[config.mk]
export PLATFORM = sky130hd
export DESIGN_NAME = rsq_top
export DESIGN_NICKNAME = d
export VERILOG_FILES = /design/src/design/rsq_pkg.sv /design/src/design/rsq_sync.sv /design/src/design/rsq_seq.sv /design/src/design/rsq_top.sv
export VERILOG_INCLUDE_DIRS = /design/src /design/src/design
export SDC_FILE = /design/constraint.sdc
export NUM_CORES = 1
export LEC_CHECK = 0
export CAP_MARGIN = 25
export CORE_MARGIN = 2
export CORE_UTILIZATION = 67
export DETAILED_ROUTE_END_ITERATION = 8
export DONT_BUFFER_PORTS = 1
export PLACE_DENSITY = 0.91
export SETUP_SLACK_MARGIN = 0.4
export SYNTH_ARGS = -nofsm -noshare
export SYNTH_HDL_FRONTEND = slang
export SYNTH_SLANG_ARGS = --single-unit
[constraint.sdc]
create_clock -name pclk -period 3.3 [get_ports pclk]
set_clock_uncertainty 0.05 [all_clocks]
set_input_delay 0.165 -clock pclk [delete_from_list [all_inputs] [get_ports pclk]]
set_output_delay 0.165 -clock pclk [all_outputs]
set_load 0.005 [all_outputs]
[src/design/rsq_cfg.svh]
// Constants of the reset sequencer and lock interrupt block.
// Assumes inclusion by bare name from the design and bench files.
`ifndef RSQ_CFG_SVH
`define RSQ_CFG_SVH

// Register indices, byte address is four times the index
`define RSQ_IDX_TRIM   6'h36
`define RSQ_IDX_FLAG   6'h37
`define RSQ_IDX_CTL1   6'h38
`define RSQ_IDX_CTL0   6'h39
`define RSQ_IDX_TEST0  6'h3A
`define RSQ_IDX_TEST1  6'h3B

// Field positions
`define RSQ_FLG_POR    6
`define RSQ_FLG_LOCK_CHANGE_FLAG 4
`define RSQ_FLG_LOCK_STATUS 3
`define RSQ_FLG_ILA    2
`define RSQ_CTL1_LOCK_IRQ_ENABLE 0
`define RSQ_CTL0_OSC_AMP_OUTPUT_OSC_ENABLE 0

// Reset values
`define RSQ_RST_CTL0   8'h00
`define RSQ_RST_CTL1   8'h00
`define RSQ_RST_TRIM   8'h00
`define RSQ_RST_TEST0  8'h00

// Sequence lengths in internal oscillator clock cycles
`define RSQ_DRIVE_CYC  516
`define RSQ_DRIVE_ALT  517
`define RSQ_WAIT_CYC   256
`define RSQ_SEQ_CYC    768

`endif

[src/design/rsq_pkg.sv]
// Types shared by the reset sequencer files.
// Assumes rsq_cfg.svh is on the include path.
`default_nettype none

package rsq_pkg;

	// Vector chosen at the sample point of a reset sequence
	typedef enum logic [1:0] {
		vec_ext,
		vec_osc_fail,
		vec_watchdog
	} rsq_vec_e;

	// Sequencer states
	typedef enum logic [1:0] {
		st_idle,
		st_drive,
		st_wait,
		st_hold
	} rsq_state_e;

	// Oscillator modes
	typedef enum logic {
		osc_off,
		osc_full_swing
	} rsq_osc_e;

	// Synchronised inputs from outside the clock domain
	typedef struct packed {
		logic pin_high;
		logic por;
		logic illegal;
		logic wdog;
		logic osc_fail;
		logic lock_det;
	} rsq_evt_s;

endpackage

`default_nettype wire

[src/design/rsq_sync.sv]
// Two flip-flop synchroniser for a bundle of levels.
// Assumes each bit is a level held far longer than one clock.
`default_nettype none

module rsq_sync #(
	parameter int W = 1
) (
	input  wire logic         pclk,
	input  wire logic         presetn,
	input  wire logic [W-1:0] d,
	output logic      [W-1:0] q
);

	logic [W-1:0] meta_q;

	// First stage feeds only the second
	always_ff @(posedge pclk or negedge presetn)
	begin
		if (!presetn)
		begin
			meta_q <= '0;
			q      <= '0;
		end
		else
		begin
			meta_q <= d;
			q      <= meta_q;
		end
	end

endmodule

`default_nettype wire

[src/design/rsq_seq.sv]
// Reset sequence counter: pin drive, wait, sample, hold.
// Assumes arst_n combines the bus reset and the power-on detector.
`default_nettype none
`include "rsq_cfg.svh"

module rsq_seq #(
	parameter int DRIVE_CYC = `RSQ_DRIVE_CYC,
	parameter int WAIT_CYC  = `RSQ_WAIT_CYC
) (
	input  wire logic pclk,
	input  wire logic arst_n,
	input  wire logic trig,
	input  wire logic pin_high,
	output logic      drive_low,
	output logic      sys_rst,
	output logic      decide
);

	if (DRIVE_CYC < 2 || WAIT_CYC < 2 || DRIVE_CYC > 1023 ||
	    WAIT_CYC > 1023)
	begin : g_chk
		$error("rsq_seq: cycle counts out of range");
	end

	rsq_pkg::rsq_state_e state_q;
	logic [9:0]          cnt_q;
	logic [10:0]         drv_len_q;

	// Entry is asynchronous, leaving needs the clock
	// async entry, clocked exit
	always_ff @(posedge pclk or negedge arst_n)
	begin
		if (!arst_n)
		begin
			state_q <= rsq_pkg::st_drive;
			cnt_q   <= 10'h000;
		end
		else if (trig)
		begin
			state_q <= rsq_pkg::st_drive;
			cnt_q   <= 10'h000;
		end
		else
		begin
			unique case (state_q)
				rsq_pkg::st_idle: cnt_q <= 10'h000;
				// drive pin for count
				rsq_pkg::st_drive:
					if (cnt_q == 10'(DRIVE_CYC - 1))
					begin
						state_q <= rsq_pkg::st_wait;
						cnt_q   <= 10'h000;
					end
					else
						cnt_q <= cnt_q + 10'h001;
				// wait then sample
				rsq_pkg::st_wait:
					if (cnt_q == 10'(WAIT_CYC - 1))
						state_q <= pin_high ? rsq_pkg::st_idle
						                    : rsq_pkg::st_hold;
					else
						cnt_q <= cnt_q + 10'h001;
				// hold while pin low
				rsq_pkg::st_hold:
					if (pin_high)
						state_q <= rsq_pkg::st_idle;
			endcase
		end
	end

	// internal reset whole sequence
	assign sys_rst   = (state_q != rsq_pkg::st_idle);
	assign drive_low = (state_q == rsq_pkg::st_drive);
	assign decide    = (state_q == rsq_pkg::st_wait) && !trig &&
	                   (cnt_q == 10'(WAIT_CYC - 1));

	// Length of each low drive, for checking only
	always_ff @(posedge pclk or negedge arst_n)
	begin
		if (!arst_n)
			drv_len_q <= 11'h000;
		else if (trig)
			drv_len_q <= 11'h000;
		else if (drive_low)
			drv_len_q <= drv_len_q + 11'h001;
		else
			drv_len_q <= 11'h000;
	end

	drive_len_a: assert property (@(posedge pclk) disable iff (!arst_n)
		$fell(drive_low) |-> drv_len_q == 11'(DRIVE_CYC))
		else $error("reset pin drive length wrong");

	hold_pin_a: assert property (@(posedge pclk) disable iff (!arst_n)
		(state_q == rsq_pkg::st_hold && !pin_high && !trig) |=> sys_rst)
		else $error("internal reset released with pin low");

endmodule

`default_nettype wire

[src/design/rsq_top.sv]
// Reset generator, lock interrupt and oscillator control, APB slave.
// Assumes pclk is the internal oscillator clock and pready is
// sampled by an APB master; pins pass a two-stage synchroniser.
`default_nettype none
`include "rsq_cfg.svh"

// Operation
// five events start a reset sequence
// drive reset pin low 516 cycles
// async entry, exit needs running clock
// wait 256 cycles, then sample pin
// vector from pin, then pending causes
// internal reset over whole sequence
// pin held low extends internal reset
// oscillator failure resets only when enabled
// watchdog timeout resets and stays pending
// power-on detection resets as power-on
// lock flag set on status change
// writing one clears lock flag
// lock request gated by enable, mask
// first test register reads zero
// second test register readable, unwritable
// oscillator off or full swing
// amplifier output high while off
// trim/CTL0 writes and stop mode clear status silently
// power-on flag set, write-one clears
// pending causes cleared at vector decision
// pin only pulled low by device
module rsq_top #(
	parameter int         DRIVE_CYC   = `RSQ_DRIVE_CYC,
	parameter int         WAIT_CYC    = `RSQ_WAIT_CYC,
	parameter logic [7:0] TEST1_VALUE = 8'h5A // Arbitrary value
) (
	input  wire logic           pclk,
	input  wire logic           presetn,
	input  wire logic           psel,
	input  wire logic           penable,
	input  wire logic           pwrite,
	input  wire logic [7:0]     paddr,
	input  wire logic [31:0]    pwdata,
	output logic      [31:0]    prdata,
	output logic                pready,
	output logic                pslverr,
	input  wire logic           rst_pin_in,
	output logic                rst_pin_out,
	output logic                rst_pin_oe_n,
	input  wire logic           por_detect,
	input  wire logic           illegal_access,
	input  wire logic           watchdog_timeout,
	input  wire logic           osc_clk_fail,
	input  wire logic           lock_detect,
	input  wire logic           stop_mode,
	input  wire logic           cpu_irq_mask,
	output logic                sys_reset,
	output rsq_pkg::rsq_vec_e   reset_vector,
	output logic                lock_irq,
	output logic                osc_amp_enable,
	output logic                osc_amp_force_high
);

	////////////////////////////////////////////////////////////////
	// Declarations

	rsq_pkg::rsq_evt_s evt;
	rsq_pkg::rsq_osc_e osc_mode;
	logic              seq_arst_n;
	logic              seq_trig;
	logic              seq_drive_low;
	logic              seq_decide;
	logic              oscf_evt;
	logic              apb_setup;
	logic              apb_access;
	logic              apb_wr;
	logic              apb_mapped;
	logic [5:0]        idx;
	logic [7:0]        rd_val;
	logic [7:0]        flag_val;
	logic              lock_clr;
	logic              lock_st_d;
	logic              lock_change_flag_clr;
	logic              power_on_flag_clr;
	logic              illegal_access_flag_clr;
	logic              osc_amp_output_osc_enable_q;
	logic              lock_irq_enable_q;
	logic [7:0]        trim_q;
	logic              lock_st_q;
	logic              lock_change_flag_q;
	logic              power_on_flag_q;
	logic              illegal_access_flag_q;
	logic              wdog_pend_q;
	logic              oscf_pend_q;

	// True when an access addresses the given register index
	function automatic logic hit(input logic [5:0] a,
	                             input logic [5:0] r);
		return a == r;
	endfunction

	////////////////////////////////////////////////////////////////
	// Input synchronisation and event collection

	rsq_sync #(
		.W ($bits(rsq_pkg::rsq_evt_s))
	) u_sync (
		.pclk    (pclk),
		.presetn (presetn),
		.d       ({rst_pin_in, por_detect, illegal_access,
		           watchdog_timeout, osc_clk_fail, lock_detect}),
		.q       (evt)
	);

	// monitor failure only when enabled
	assign oscf_evt = evt.osc_fail && osc_amp_output_osc_enable_q;

	// any event restarts the sequence; a low pin only while the sequence is not running
	// watchdog timeout triggers sequence
	assign seq_trig = evt.illegal || evt.wdog || oscf_evt ||
	                  (!evt.pin_high && !sys_reset);

	// power-on detector enters reset asynchronously
	assign seq_arst_n = presetn && !por_detect;

	////////////////////////////////////////////////////////////////
	// Reset sequencer

	rsq_seq #(
		.DRIVE_CYC (DRIVE_CYC),
		.WAIT_CYC  (WAIT_CYC)
	) u_seq (
		.pclk      (pclk),
		.arst_n    (seq_arst_n),
		.trig      (seq_trig),
		.pin_high  (evt.pin_high),
		.drive_low (seq_drive_low),
		.sys_rst   (sys_reset),
		.decide    (seq_decide)
	);

	// open-drain pin, low drive only
	assign rst_pin_out  = 1'b0;
	assign rst_pin_oe_n = !seq_drive_low;

	// Pending watchdog cause, a new event wins over the clear
	// latch until decision
	always_ff @(posedge pclk or negedge presetn)
	begin
		if (!presetn)
			wdog_pend_q <= 1'b0;
		else if (evt.wdog)
			wdog_pend_q <= 1'b1;
		else if (seq_decide)
			wdog_pend_q <= 1'b0;
	end

	// Pending oscillator failure cause
	// latch until decision
	always_ff @(posedge pclk or negedge presetn)
	begin
		if (!presetn)
			oscf_pend_q <= 1'b0;
		else if (oscf_evt)
			oscf_pend_q <= 1'b1;
		else if (seq_decide)
			oscf_pend_q <= 1'b0;
	end

	// Vector chosen at the sample point
	// pin, then oscillator, then watchdog
	always_ff @(posedge pclk or negedge presetn)
	begin
		if (!presetn)
			reset_vector <= rsq_pkg::vec_ext;
		else if (seq_decide)
		begin
			if (!evt.pin_high)
				reset_vector <= rsq_pkg::vec_ext;
			else if (oscf_pend_q)
				reset_vector <= rsq_pkg::vec_osc_fail;
			else if (wdog_pend_q)
				reset_vector <= rsq_pkg::vec_watchdog;
			else
				reset_vector <= rsq_pkg::vec_ext;
		end
	end

	////////////////////////////////////////////////////////////////
	// APB decode

	assign idx        = paddr[7:2];
	assign apb_setup  = psel && !penable;
	assign apb_access = psel && penable;
	assign apb_wr     = apb_access && pwrite;
	assign apb_mapped = hit(idx, `RSQ_IDX_TRIM) ||
	                    hit(idx, `RSQ_IDX_FLAG) ||
	                    hit(idx, `RSQ_IDX_CTL1) ||
	                    hit(idx, `RSQ_IDX_CTL0) ||
	                    hit(idx, `RSQ_IDX_TEST0) ||
	                    hit(idx, `RSQ_IDX_TEST1);

	// Zero wait states, error on unmapped words
	assign pready  = apb_access;
	assign pslverr = apb_access && !apb_mapped;

	////////////////////////////////////////////////////////////////
	// Control registers

	// Oscillator enable
	// two modes from one bit
	always_ff @(posedge pclk or negedge presetn)
	begin
		if (!presetn)
			osc_amp_output_osc_enable_q <= 1'(`RSQ_RST_CTL0 >> `RSQ_CTL0_OSC_AMP_OUTPUT_OSC_ENABLE);
		else if (apb_wr && hit(idx, `RSQ_IDX_CTL0))
			osc_amp_output_osc_enable_q <= pwdata[`RSQ_CTL0_OSC_AMP_OUTPUT_OSC_ENABLE];
	end

	// Lock interrupt enable
	always_ff @(posedge pclk or negedge presetn)
	begin
		if (!presetn)
			lock_irq_enable_q <= 1'(`RSQ_RST_CTL1 >> `RSQ_CTL1_LOCK_IRQ_ENABLE);
		else if (apb_wr && hit(idx, `RSQ_IDX_CTL1))
			lock_irq_enable_q <= pwdata[`RSQ_CTL1_LOCK_IRQ_ENABLE];
	end

	// Trim value for the internal reference
	always_ff @(posedge pclk or negedge presetn)
	begin
		if (!presetn)
			trim_q <= `RSQ_RST_TRIM;
		else if (apb_wr && hit(idx, `RSQ_IDX_TRIM))
			trim_q <= pwdata[7:0];
	end

	// amplifier output forced high when off
	assign osc_mode           = osc_amp_output_osc_enable_q ? rsq_pkg::osc_full_swing
	                                    : rsq_pkg::osc_off;
	assign osc_amp_enable     = (osc_mode == rsq_pkg::osc_full_swing);
	assign osc_amp_force_high = (osc_mode == rsq_pkg::osc_off);

	////////////////////////////////////////////////////////////////
	// Lock status and flags

	// trim, CTL0 writes or stop clear status
	assign lock_clr = stop_mode ||
	                  (apb_wr && (hit(idx, `RSQ_IDX_TRIM) ||
	                              hit(idx, `RSQ_IDX_CTL0)));
	assign lock_st_d = lock_clr ? 1'b0 : evt.lock_det;

	always_ff @(posedge pclk or negedge presetn)
	begin
		if (!presetn)
			lock_st_q <= 1'b0;
		else
			lock_st_q <= lock_st_d;
	end

	// Write-one clears of the flag register
	assign lock_change_flag_clr = apb_wr && hit(idx, `RSQ_IDX_FLAG) &&
	                    pwdata[`RSQ_FLG_LOCK_CHANGE_FLAG];
	assign power_on_flag_clr   = apb_wr && hit(idx, `RSQ_IDX_FLAG) &&
	                    pwdata[`RSQ_FLG_POR];
	assign illegal_access_flag_clr   = apb_wr && hit(idx, `RSQ_IDX_FLAG) &&
	                    pwdata[`RSQ_FLG_ILA];

	// Lock change flag, a change wins over the clear
	// set on change, silent when cleared
	// write one clears
	always_ff @(posedge pclk or negedge presetn)
	begin
		if (!presetn)
			lock_change_flag_q <= 1'b0;
		else if (!lock_clr && lock_st_d != lock_st_q)
			lock_change_flag_q <= 1'b1;
		else if (lock_change_flag_clr)
			lock_change_flag_q <= 1'b0;
	end

	// Power-on flag
	// set by power-on, write one clears
	always_ff @(posedge pclk or negedge presetn)
	begin
		if (!presetn)
			power_on_flag_q <= 1'b0;
		else if (evt.por)
			power_on_flag_q <= 1'b1;
		else if (power_on_flag_clr)
			power_on_flag_q <= 1'b0;
	end

	// Illegal access flag
	always_ff @(posedge pclk or negedge presetn)
	begin
		if (!presetn)
			illegal_access_flag_q <= 1'b0;
		else if (evt.illegal)
			illegal_access_flag_q <= 1'b1;
		else if (illegal_access_flag_clr)
			illegal_access_flag_q <= 1'b0;
	end

	// enable and processor mask gate request
	assign lock_irq = lock_change_flag_q && lock_irq_enable_q && !cpu_irq_mask;

	////////////////////////////////////////////////////////////////
	// Read data

	always_comb
	begin
		flag_val                 = 8'h00;
		flag_val[`RSQ_FLG_POR]   = power_on_flag_q;
		flag_val[`RSQ_FLG_LOCK_CHANGE_FLAG] = lock_change_flag_q;
		flag_val[`RSQ_FLG_LOCK_STATUS] = lock_st_q;
		flag_val[`RSQ_FLG_ILA]   = illegal_access_flag_q;
	end

	// Read mux, unmapped words read zero
	// test register reads zero
	// test register readable anytime
	always_comb
	begin
		rd_val = 8'h00;
		unique case (1'b1)
			hit(idx, `RSQ_IDX_TRIM):  rd_val = trim_q;
			hit(idx, `RSQ_IDX_FLAG):  rd_val = flag_val;
			hit(idx, `RSQ_IDX_CTL1):
				rd_val = 8'(lock_irq_enable_q) << `RSQ_CTL1_LOCK_IRQ_ENABLE;
			hit(idx, `RSQ_IDX_CTL0):
				rd_val = 8'(osc_amp_output_osc_enable_q) << `RSQ_CTL0_OSC_AMP_OUTPUT_OSC_ENABLE;
			hit(idx, `RSQ_IDX_TEST0): rd_val = `RSQ_RST_TEST0;
			hit(idx, `RSQ_IDX_TEST1): rd_val = TEST1_VALUE;
			default:                  rd_val = 8'h00;
		endcase
	end

	// Read data captured in the setup cycle
	always_ff @(posedge pclk or negedge presetn)
	begin
		if (!presetn)
			prdata <= 32'h00000000;
		else if (apb_setup && !pwrite)
			prdata <= {24'h000000, rd_val};
	end

	////////////////////////////////////////////////////////////////
	// Checks

	test_zero_a: assert property (@(posedge pclk) disable iff (!presetn)
		(apb_setup && !pwrite && hit(idx, `RSQ_IDX_TEST0)) |=>
		prdata == 32'h00000000)
		else $error("test register 0 not zero");

	lock_set_a: assert property (@(posedge pclk) disable iff (!presetn)
		($changed(lock_st_q) && !$past(lock_clr)) |-> lock_change_flag_q)
		else $error("lock change did not set flag");

	lock_w1c_a: assert property (@(posedge pclk) disable iff (!presetn)
		(lock_change_flag_clr && lock_st_d == lock_st_q) |=> !lock_change_flag_q)
		else $error("lock flag not cleared");

	lock_irq_a: assert property (@(posedge pclk) disable iff (!presetn)
		lock_irq |-> (lock_change_flag_q && lock_irq_enable_q && !cpu_irq_mask))
		else $error("lock request without enable");

	stat_clr_a: assert property (@(posedge pclk) disable iff (!presetn)
		(lock_clr && !lock_change_flag_q) |=> !lock_st_q && !lock_change_flag_q)
		else $error("status clear set flag");

	osc_off_a: assert property (@(posedge pclk) disable iff (!presetn)
		!osc_amp_output_osc_enable_q |-> osc_amp_force_high && !osc_amp_enable)
		else $error("amplifier output not forced high");

	oscf_gate_a: assert property (@(posedge pclk) disable iff (!presetn)
		$rose(oscf_pend_q) |-> $past(osc_amp_output_osc_enable_q))
		else $error("oscillator failure while disabled");

	vec_pin_a: assert property (@(posedge pclk) disable iff (!presetn)
		(seq_decide && !evt.pin_high) |=> reset_vector == rsq_pkg::vec_ext)
		else $error("low pin did not select external vector");

	pend_clr_a: assert property (@(posedge pclk) disable iff (!presetn)
		(seq_decide && !evt.wdog) |=> !wdog_pend_q)
		else $error("watchdog pending not cleared");

	power_on_flag_set_a: assert property (@(posedge pclk) disable iff (!presetn)
		evt.por |=> power_on_flag_q ##1 (power_on_flag_q || $past(power_on_flag_clr)))
		else $error("power-on flag not set");

	unmapped_a: assert property (@(posedge pclk) disable iff (!presetn)
		(apb_access && !apb_mapped) |-> pslverr && pready)
		else $error("unmapped access not refused");

	vec_osc_c: cover property (@(posedge pclk) disable iff (!presetn)
		seq_decide ##1 reset_vector == rsq_pkg::vec_osc_fail);

	vec_wdog_c: cover property (@(posedge pclk) disable iff (!presetn)
		seq_decide ##1 reset_vector == rsq_pkg::vec_watchdog);

	ext_hold_c: cover property (@(posedge pclk) disable iff (!presetn)
		seq_decide && !evt.pin_high);

	lock_irq_c: cover property (@(posedge pclk) disable iff (!presetn)
		$rose(lock_irq));

endmodule

`default_nettype wire

# Yosys cells after proc, flatten, opt, wreduce, memory -nomap -nowiden
# Index checks and enable logic that the tools add are counted.
totals:
  mem_bits_rw: 0
  regBits: 50
  wordCells: 110
  romBits: 0
  mem_count: 0
  latch_bits: 0
classes:
  n_div: 0
  n_mux: 25
  n_mul: 0
  addsub: 1
  shifts: 0
  n_eq_ne: 16
  bitwise_logic: 1
  reduce_logical: 52
  order_cmp: 0
ops:
  columns: ["operator", "n"]
  rows:
  - ["one-hot mux 8 bit (5 select lines)", 1]
  - ["equality test 6 bit, second input constant", 6]
  - ["two-way mux 10 bit", 3]
  - ["one-hot mux 10 bit (3 select lines)", 1]
  - ["logical AND 1 bit", 21]
  - ["two-way mux 2 bit", 8]
  - ["nonzero test 2 bit", 6]
  - ["two-way mux 1 bit", 11]
  - ["adder 10 x 1 -> 10 bit, second input constant", 1]
  - ["equality test 10 bit, second input constant", 1]
  - ["equality test 10 x 8 -> 1 bit, second input constant", 1]
  - ["logical NOT 1 bit", 10]
  - ["logical OR 1 bit", 10]
  - ["!= test 3 x 2 -> 1 bit, second input constant", 3]
  - ["nonzero test 4 bit", 2]
  - ["one-hot mux 2 bit (3 select lines)", 1]
  - ["equality test 2 bit, second input constant", 2]
  - ["AND reduction 4 bit", 1]
  - ["!= test 3 x 1 -> 1 bit, second input constant", 1]
  - ["equality test 2 x 1 -> 1 bit, second input constant", 1]
  - ["logical NOT 2 bit", 1]
  - ["AND reduction 2 bit", 1]
  - ["!= test 1 bit", 1]
  - ["inverter 1 bit", 1]

# Logic depth before layout (Yosys ltp)
depth:
  word_depth: 9
  ltp_mapped: 8
  ltp_nobuf: 7

# Hierarchy
# From an unflattened synthesis, not the netlist that was laid out.
unflattened:
  hier_cells: 245
  area_unflattened_um2: 2519.9
by_module_without_submodules:
  columns: ["module", "n_inst", "area_each_um2", "cells_each", "seq_area_each_um2"]
  rows:
  - ["rsq_top", 1, 1421.4, 143, 650.6]
  - ["rsq_seq", 1, 798.3, 90, 301.5]
  - ["rsq_sync", 1, 300.3, 12, 300.3]

# Worst setup path after synthesis
# Ideal clock, no wire load.
synth_path:
  path_type: "flip-flop to flip-flop"
  startpoint: "reg u_seq.state_q[0]"
  endpoint: "reg u_seq.cnt_q[2]"
  setup_slack_ns: 1.379
  setup_time_ns: 0.126
  arrival_ns: 1.745
  stages_incl_launch_ff: 9
  t_required_ns: 3.124
  cell_sequence: "dfstp_2 inv_1 ha_1 nor2b_1 nor3_1 a21bo_1 buf_6 nor2_4 a221o_1"
synth_between:
  elab_chain_cells: 6
synth_lines:
  columns: ["item", "line", "rtl"]
  rows:
  - ["start, declared", "rsq_seq.sv:25", "rsq_pkg::rsq_state_e state_q;"]
  - ["start signal, assigned", "rsq_seq.sv:35", "state_q <= rsq_pkg::st_drive;"]
  - ["start signal, assigned", "rsq_seq.sv:40", "state_q <= rsq_pkg::st_drive;"]
  - ["start signal, assigned", "rsq_seq.sv:51", "state_q <= rsq_pkg::st_wait;"]
  - ["nonzero test 2 bit", "rsq_seq.sv:72", "assign sys_rst = (state_q != rsq_pkg::st_idle);"]
  - ["logical NOT 1 bit", "rsq_top.sv:118", "(!evt.pin_high && !sys_reset);"]
  - ["logical AND 1 bit", "rsq_top.sv:118", null]
  - ["logical OR 1 bit", "rsq_top.sv:117", "assign seq_trig = evt.illegal || evt.wdog || oscf_evt ||"]
  - ["!= test 3 x 2 -> 1 bit (no source line) / nonzero test 4 bit (equally long branches)", null, null]
  - ["AND reduction 2 bit (no source line)", null, null]
  - ["end signal, assigned", "rsq_seq.sv:55", "cnt_q <= cnt_q + 10'h001;"]
  - ["end signal, assigned", "rsq_seq.sv:62", "cnt_q <= cnt_q + 10'h001;"]
  - ["end, declared", "rsq_seq.sv:26", "logic [9:0] cnt_q;"]
# Parallel ways exist; a longest one is shown, timed or not.
# A chain may end at the register's enable or synchronous reset.

# Worst setup path after layout
layout_path:
  startpoint: "reg u_seq.state_q[0]"
  endpoint: "reg u_seq.cnt_q[4]"
# Same word-level chain as after synthesis.

==> run metrics <==
Top Family by Delay on Critical Path compound AO/OA/AOI/OAI gates; worst hold path type in -> reg; Crit Path Class reg -> reg; WL per Instance 15.71 um; worst hold start paddr[2]; ys flop type dfrtp_1; R2R depth 7; Final period util 69.58%; routed via count 1791; number of distinct library cells after synthesis 48; Arr. time, crit path 2.42 ns; Rows 22; antenna diode count 0; Tmin final 2.296 ns; peak supply drop 373.5 uV; drt initial violations 152; global-route usage over all layers 24.68%; Yosys warnings 0; die area 4299 um2; WP data required 3.42 ns; GRT overflow 0; max_cap viols 0; Worst Setup Start Kind register; post-CTS sizing 0; Worst Path Max Fanout 10; critical-path cell list inv_1, ha_1, nor2_1, nand3b_1, a21bo_1, nor2_4, a221o_1; R2R Path Start u_seq.state_q[0]$_DFFE_PN1P_; Post-synth top cells dfrtp_1 (49), buf_4 (25), nand2_1 (23); ys async rst share 100.0%; IO Count 95; clock tree buffer depth 2; Mapped Cells 235; placed wire-length estimate 3.402 mm; FF-to-FF End u_seq.cnt_q[4]$_DFFE_PN0P_; CTS tree built; largest net degree at the start of global routing 40; Reg clk slew, reported paths 0.09 ns; PwrDens 411.8 nW/um2; buffer count from post-CTS setup fixing 0; worst hold slack 0.03399 ns; top post-synthesis cells by area dfrtp_1 (48%), buf_4 (7.4%), mux2_2 (4.4%), a22o_1 (3.4%), nand2_1 (3.4%); Synth top area share 48.28%; die width 65.57 um; Max Fclk 435.5 MHz; top-count cell post-synth dfrtp_1; Finished Cell Area 2765 um2; Starting Density 69.38%; CTS root buf clkbuf_8; DP Area 2487 um2; CTS Sinks 50; cell area after synthesis 2540 um2; Slew @ Worst Pin 0.5568 ns; first-pass GRT wire length 8.004 mm; Fin. Hold Viols 0; Critical Path Sink Type register; Core Region 3661 um2; Die Y 65.57 um; drt drc 0; # setup viols final 0; total wire length 4.743 mm; final worst slack 1.004 ns; Static Leak 1.275 nW; slowest CP cell dfstp_2; I/O Buffers 0; vias per std cell 5.930; hold buffers post-CTS 16; outcome complete, no violations; clock latency on the worst-skew pair 0.29 ns; Power Total 1.139 mW; final net count 312; ANT nets after route 0; Min-Delay Path Depth 3; FF+latch count, synth 50; setup_tns 0 ns; Synth Area per Inst 10.81 um2; Detailed Routing Iterations Pass 1 4; TritonCTS buffer count 5; setup slack, reg-to-reg 1.00 ns; layout cells sized above 1 11.02%; H-Tree Depth 2; Post-Place Setup Slack 1.058 ns; leading area contributor after synthesis dfrtp_1; Critical Path Max Stage Delay 0.55 ns; buffers plus inverters on the worst setup path 1; GPL Wtd Cong 0.8201; Slew Limit Fails 0; Area Growth Syn to Fin 8.867%; RSZ-0062 raised after global routing no; sequential share of the synthesized area 49.31%; Slew HR 62.81%; vias in the first global route 1682; Post-synth EDFFs 0; Hold Path Sink prdata[5]$_DFFE_PN0P_; initial antenna violation count 0
[cell usage in the layout (no fill, tap or decap), types with 2 or more instances in the layout]
master / netlist / final
a31oi_1: 2 / 2
nor3_1: 4 / 4
nor3b_1: 3 / 3
mux2i_1: 6 / 6
mux2_2: 10 / 10
nor2_4: 2 / 2
nand3b_1: 2 / 2
and4_1: 2 / 2
and2_1: 2 / 2
ha_1: 5 / 5
clkbuf_8: 0 / 5
a21o_1: 3 / 3
inv_1: 8 / 8
a22o_1: 10 / 10
nor2_1: 14 / 14
a221o_1: 6 / 6
nor2b_1: 5 / 5
a21oi_1: 3 / 3
nand3_1: 6 / 6
dfrtp_1: 49 / 49
and3_1: 6 / 6
nand2_1: 23 / 23
dlygate4sd3_1: 0 / 15
o21ai_0: 13 / 13
conb_1: 1 / 25
[worst max-delay path by stage]
stage                                            start                         end  slack, ns  depth (start not counted)
after floorplan           u_seq.state_q[0]$_DFFE_PN1P_  u_seq.cnt_q[2]$_DFFE_PN0P_       1.38                          8
after global placement    u_seq.state_q[0]$_DFFE_PN1P_  u_seq.cnt_q[4]$_DFFE_PN0P_       1.11                          7
after detailed placement  u_seq.state_q[0]$_DFFE_PN1P_  u_seq.cnt_q[6]$_DFFE_PN0P_       1.06                          7
after CTS                 u_seq.state_q[0]$_DFFE_PN1P_  u_seq.cnt_q[4]$_DFFE_PN0P_       1.01                          7
after global routing      u_seq.state_q[0]$_DFFE_PN1P_  u_seq.cnt_q[2]$_DFFE_PN0P_       0.84                          7
final                     u_seq.state_q[0]$_DFFE_PN1P_  u_seq.cnt_q[4]$_DFFE_PN0P_       1.00                          7
[flip-flops by register name, summed over array words and instances, names as in the netlist]
signal                       count
u_seq.state_q                    2
wdog_pend_q                      1
reset_vector                     2
oscf_pend_q                      1
prdata                           8
trim_q                           8
u_seq.cnt_q                     10
osc_amp_output_osc_enable_q      1
lock_irq_enable_q                1
illegal_access_flag_q            1
u_sync.q                         6
lock_change_flag_q               1
u_sync.meta_q                    6
power_on_flag_q                  1
lock_st_q                        1
[layer usage]
metal | share of wire [%] | GRT usage [%]
met5 | 0 | 0
met4 | 0.53 | 6.771
met3 | 7.3 | 7.705
met2 | 50 | 39.92
met1 | 42 | 32.27
[per-stage QoR]
step | utilization [%] | instances
after floorplan | - | 259
final | 75.53 | 302
after CTS | 75.53 | 302
after detailed placement | 67.94 | 279
after global routing | 75.53 | 302
after global placement | 67.74 | 278
[tightest hold or removal path, stage by stage]
cell     delay, ns
nor2_1        0.04
nand2_1       0.05
o21ai_0       0.07
[where the power goes]
group,switching [mW],internal (mW),leakage [nW]
Clock,0.189,0.223,0.0542
Combinational,0.0427,0.0372,0.587
Sequential,0.0140,0.633,0.635
Total,0.246,0.893,1.28
[area by class of cell]
| class | instances | area [um2] |
|---|---|---|
| sequential | 50 | 1252 |
| multi-input combinational | 172 | 1137 |
| fill | 252 | 895.9 |
| timing repair buffer | 17 | 177.7 |
| clock buffer | 5 | 68.82 |
| tap | 48 | 60.06 |
| clock inverter | 2 | 38.79 |
| inverter | 8 | 30.03 |
[kinds of logic (layout without fill, tap and decap cells)]
group	Yosys count	count (layout)	synth area share, %
AOI/OAI and AO/OA	46	46	13.89
xor gates and xnor gates	1	1	0.3449
adders and majority gates	5	5	2.463
buffers and inverters	37	32	9.458
DFF	50	50	49.31
muxes	16	16	6.798
other	1	25	0.1476
and+or+nand+nor	79	79	17.59
Power figures use the tool's default switching activity.
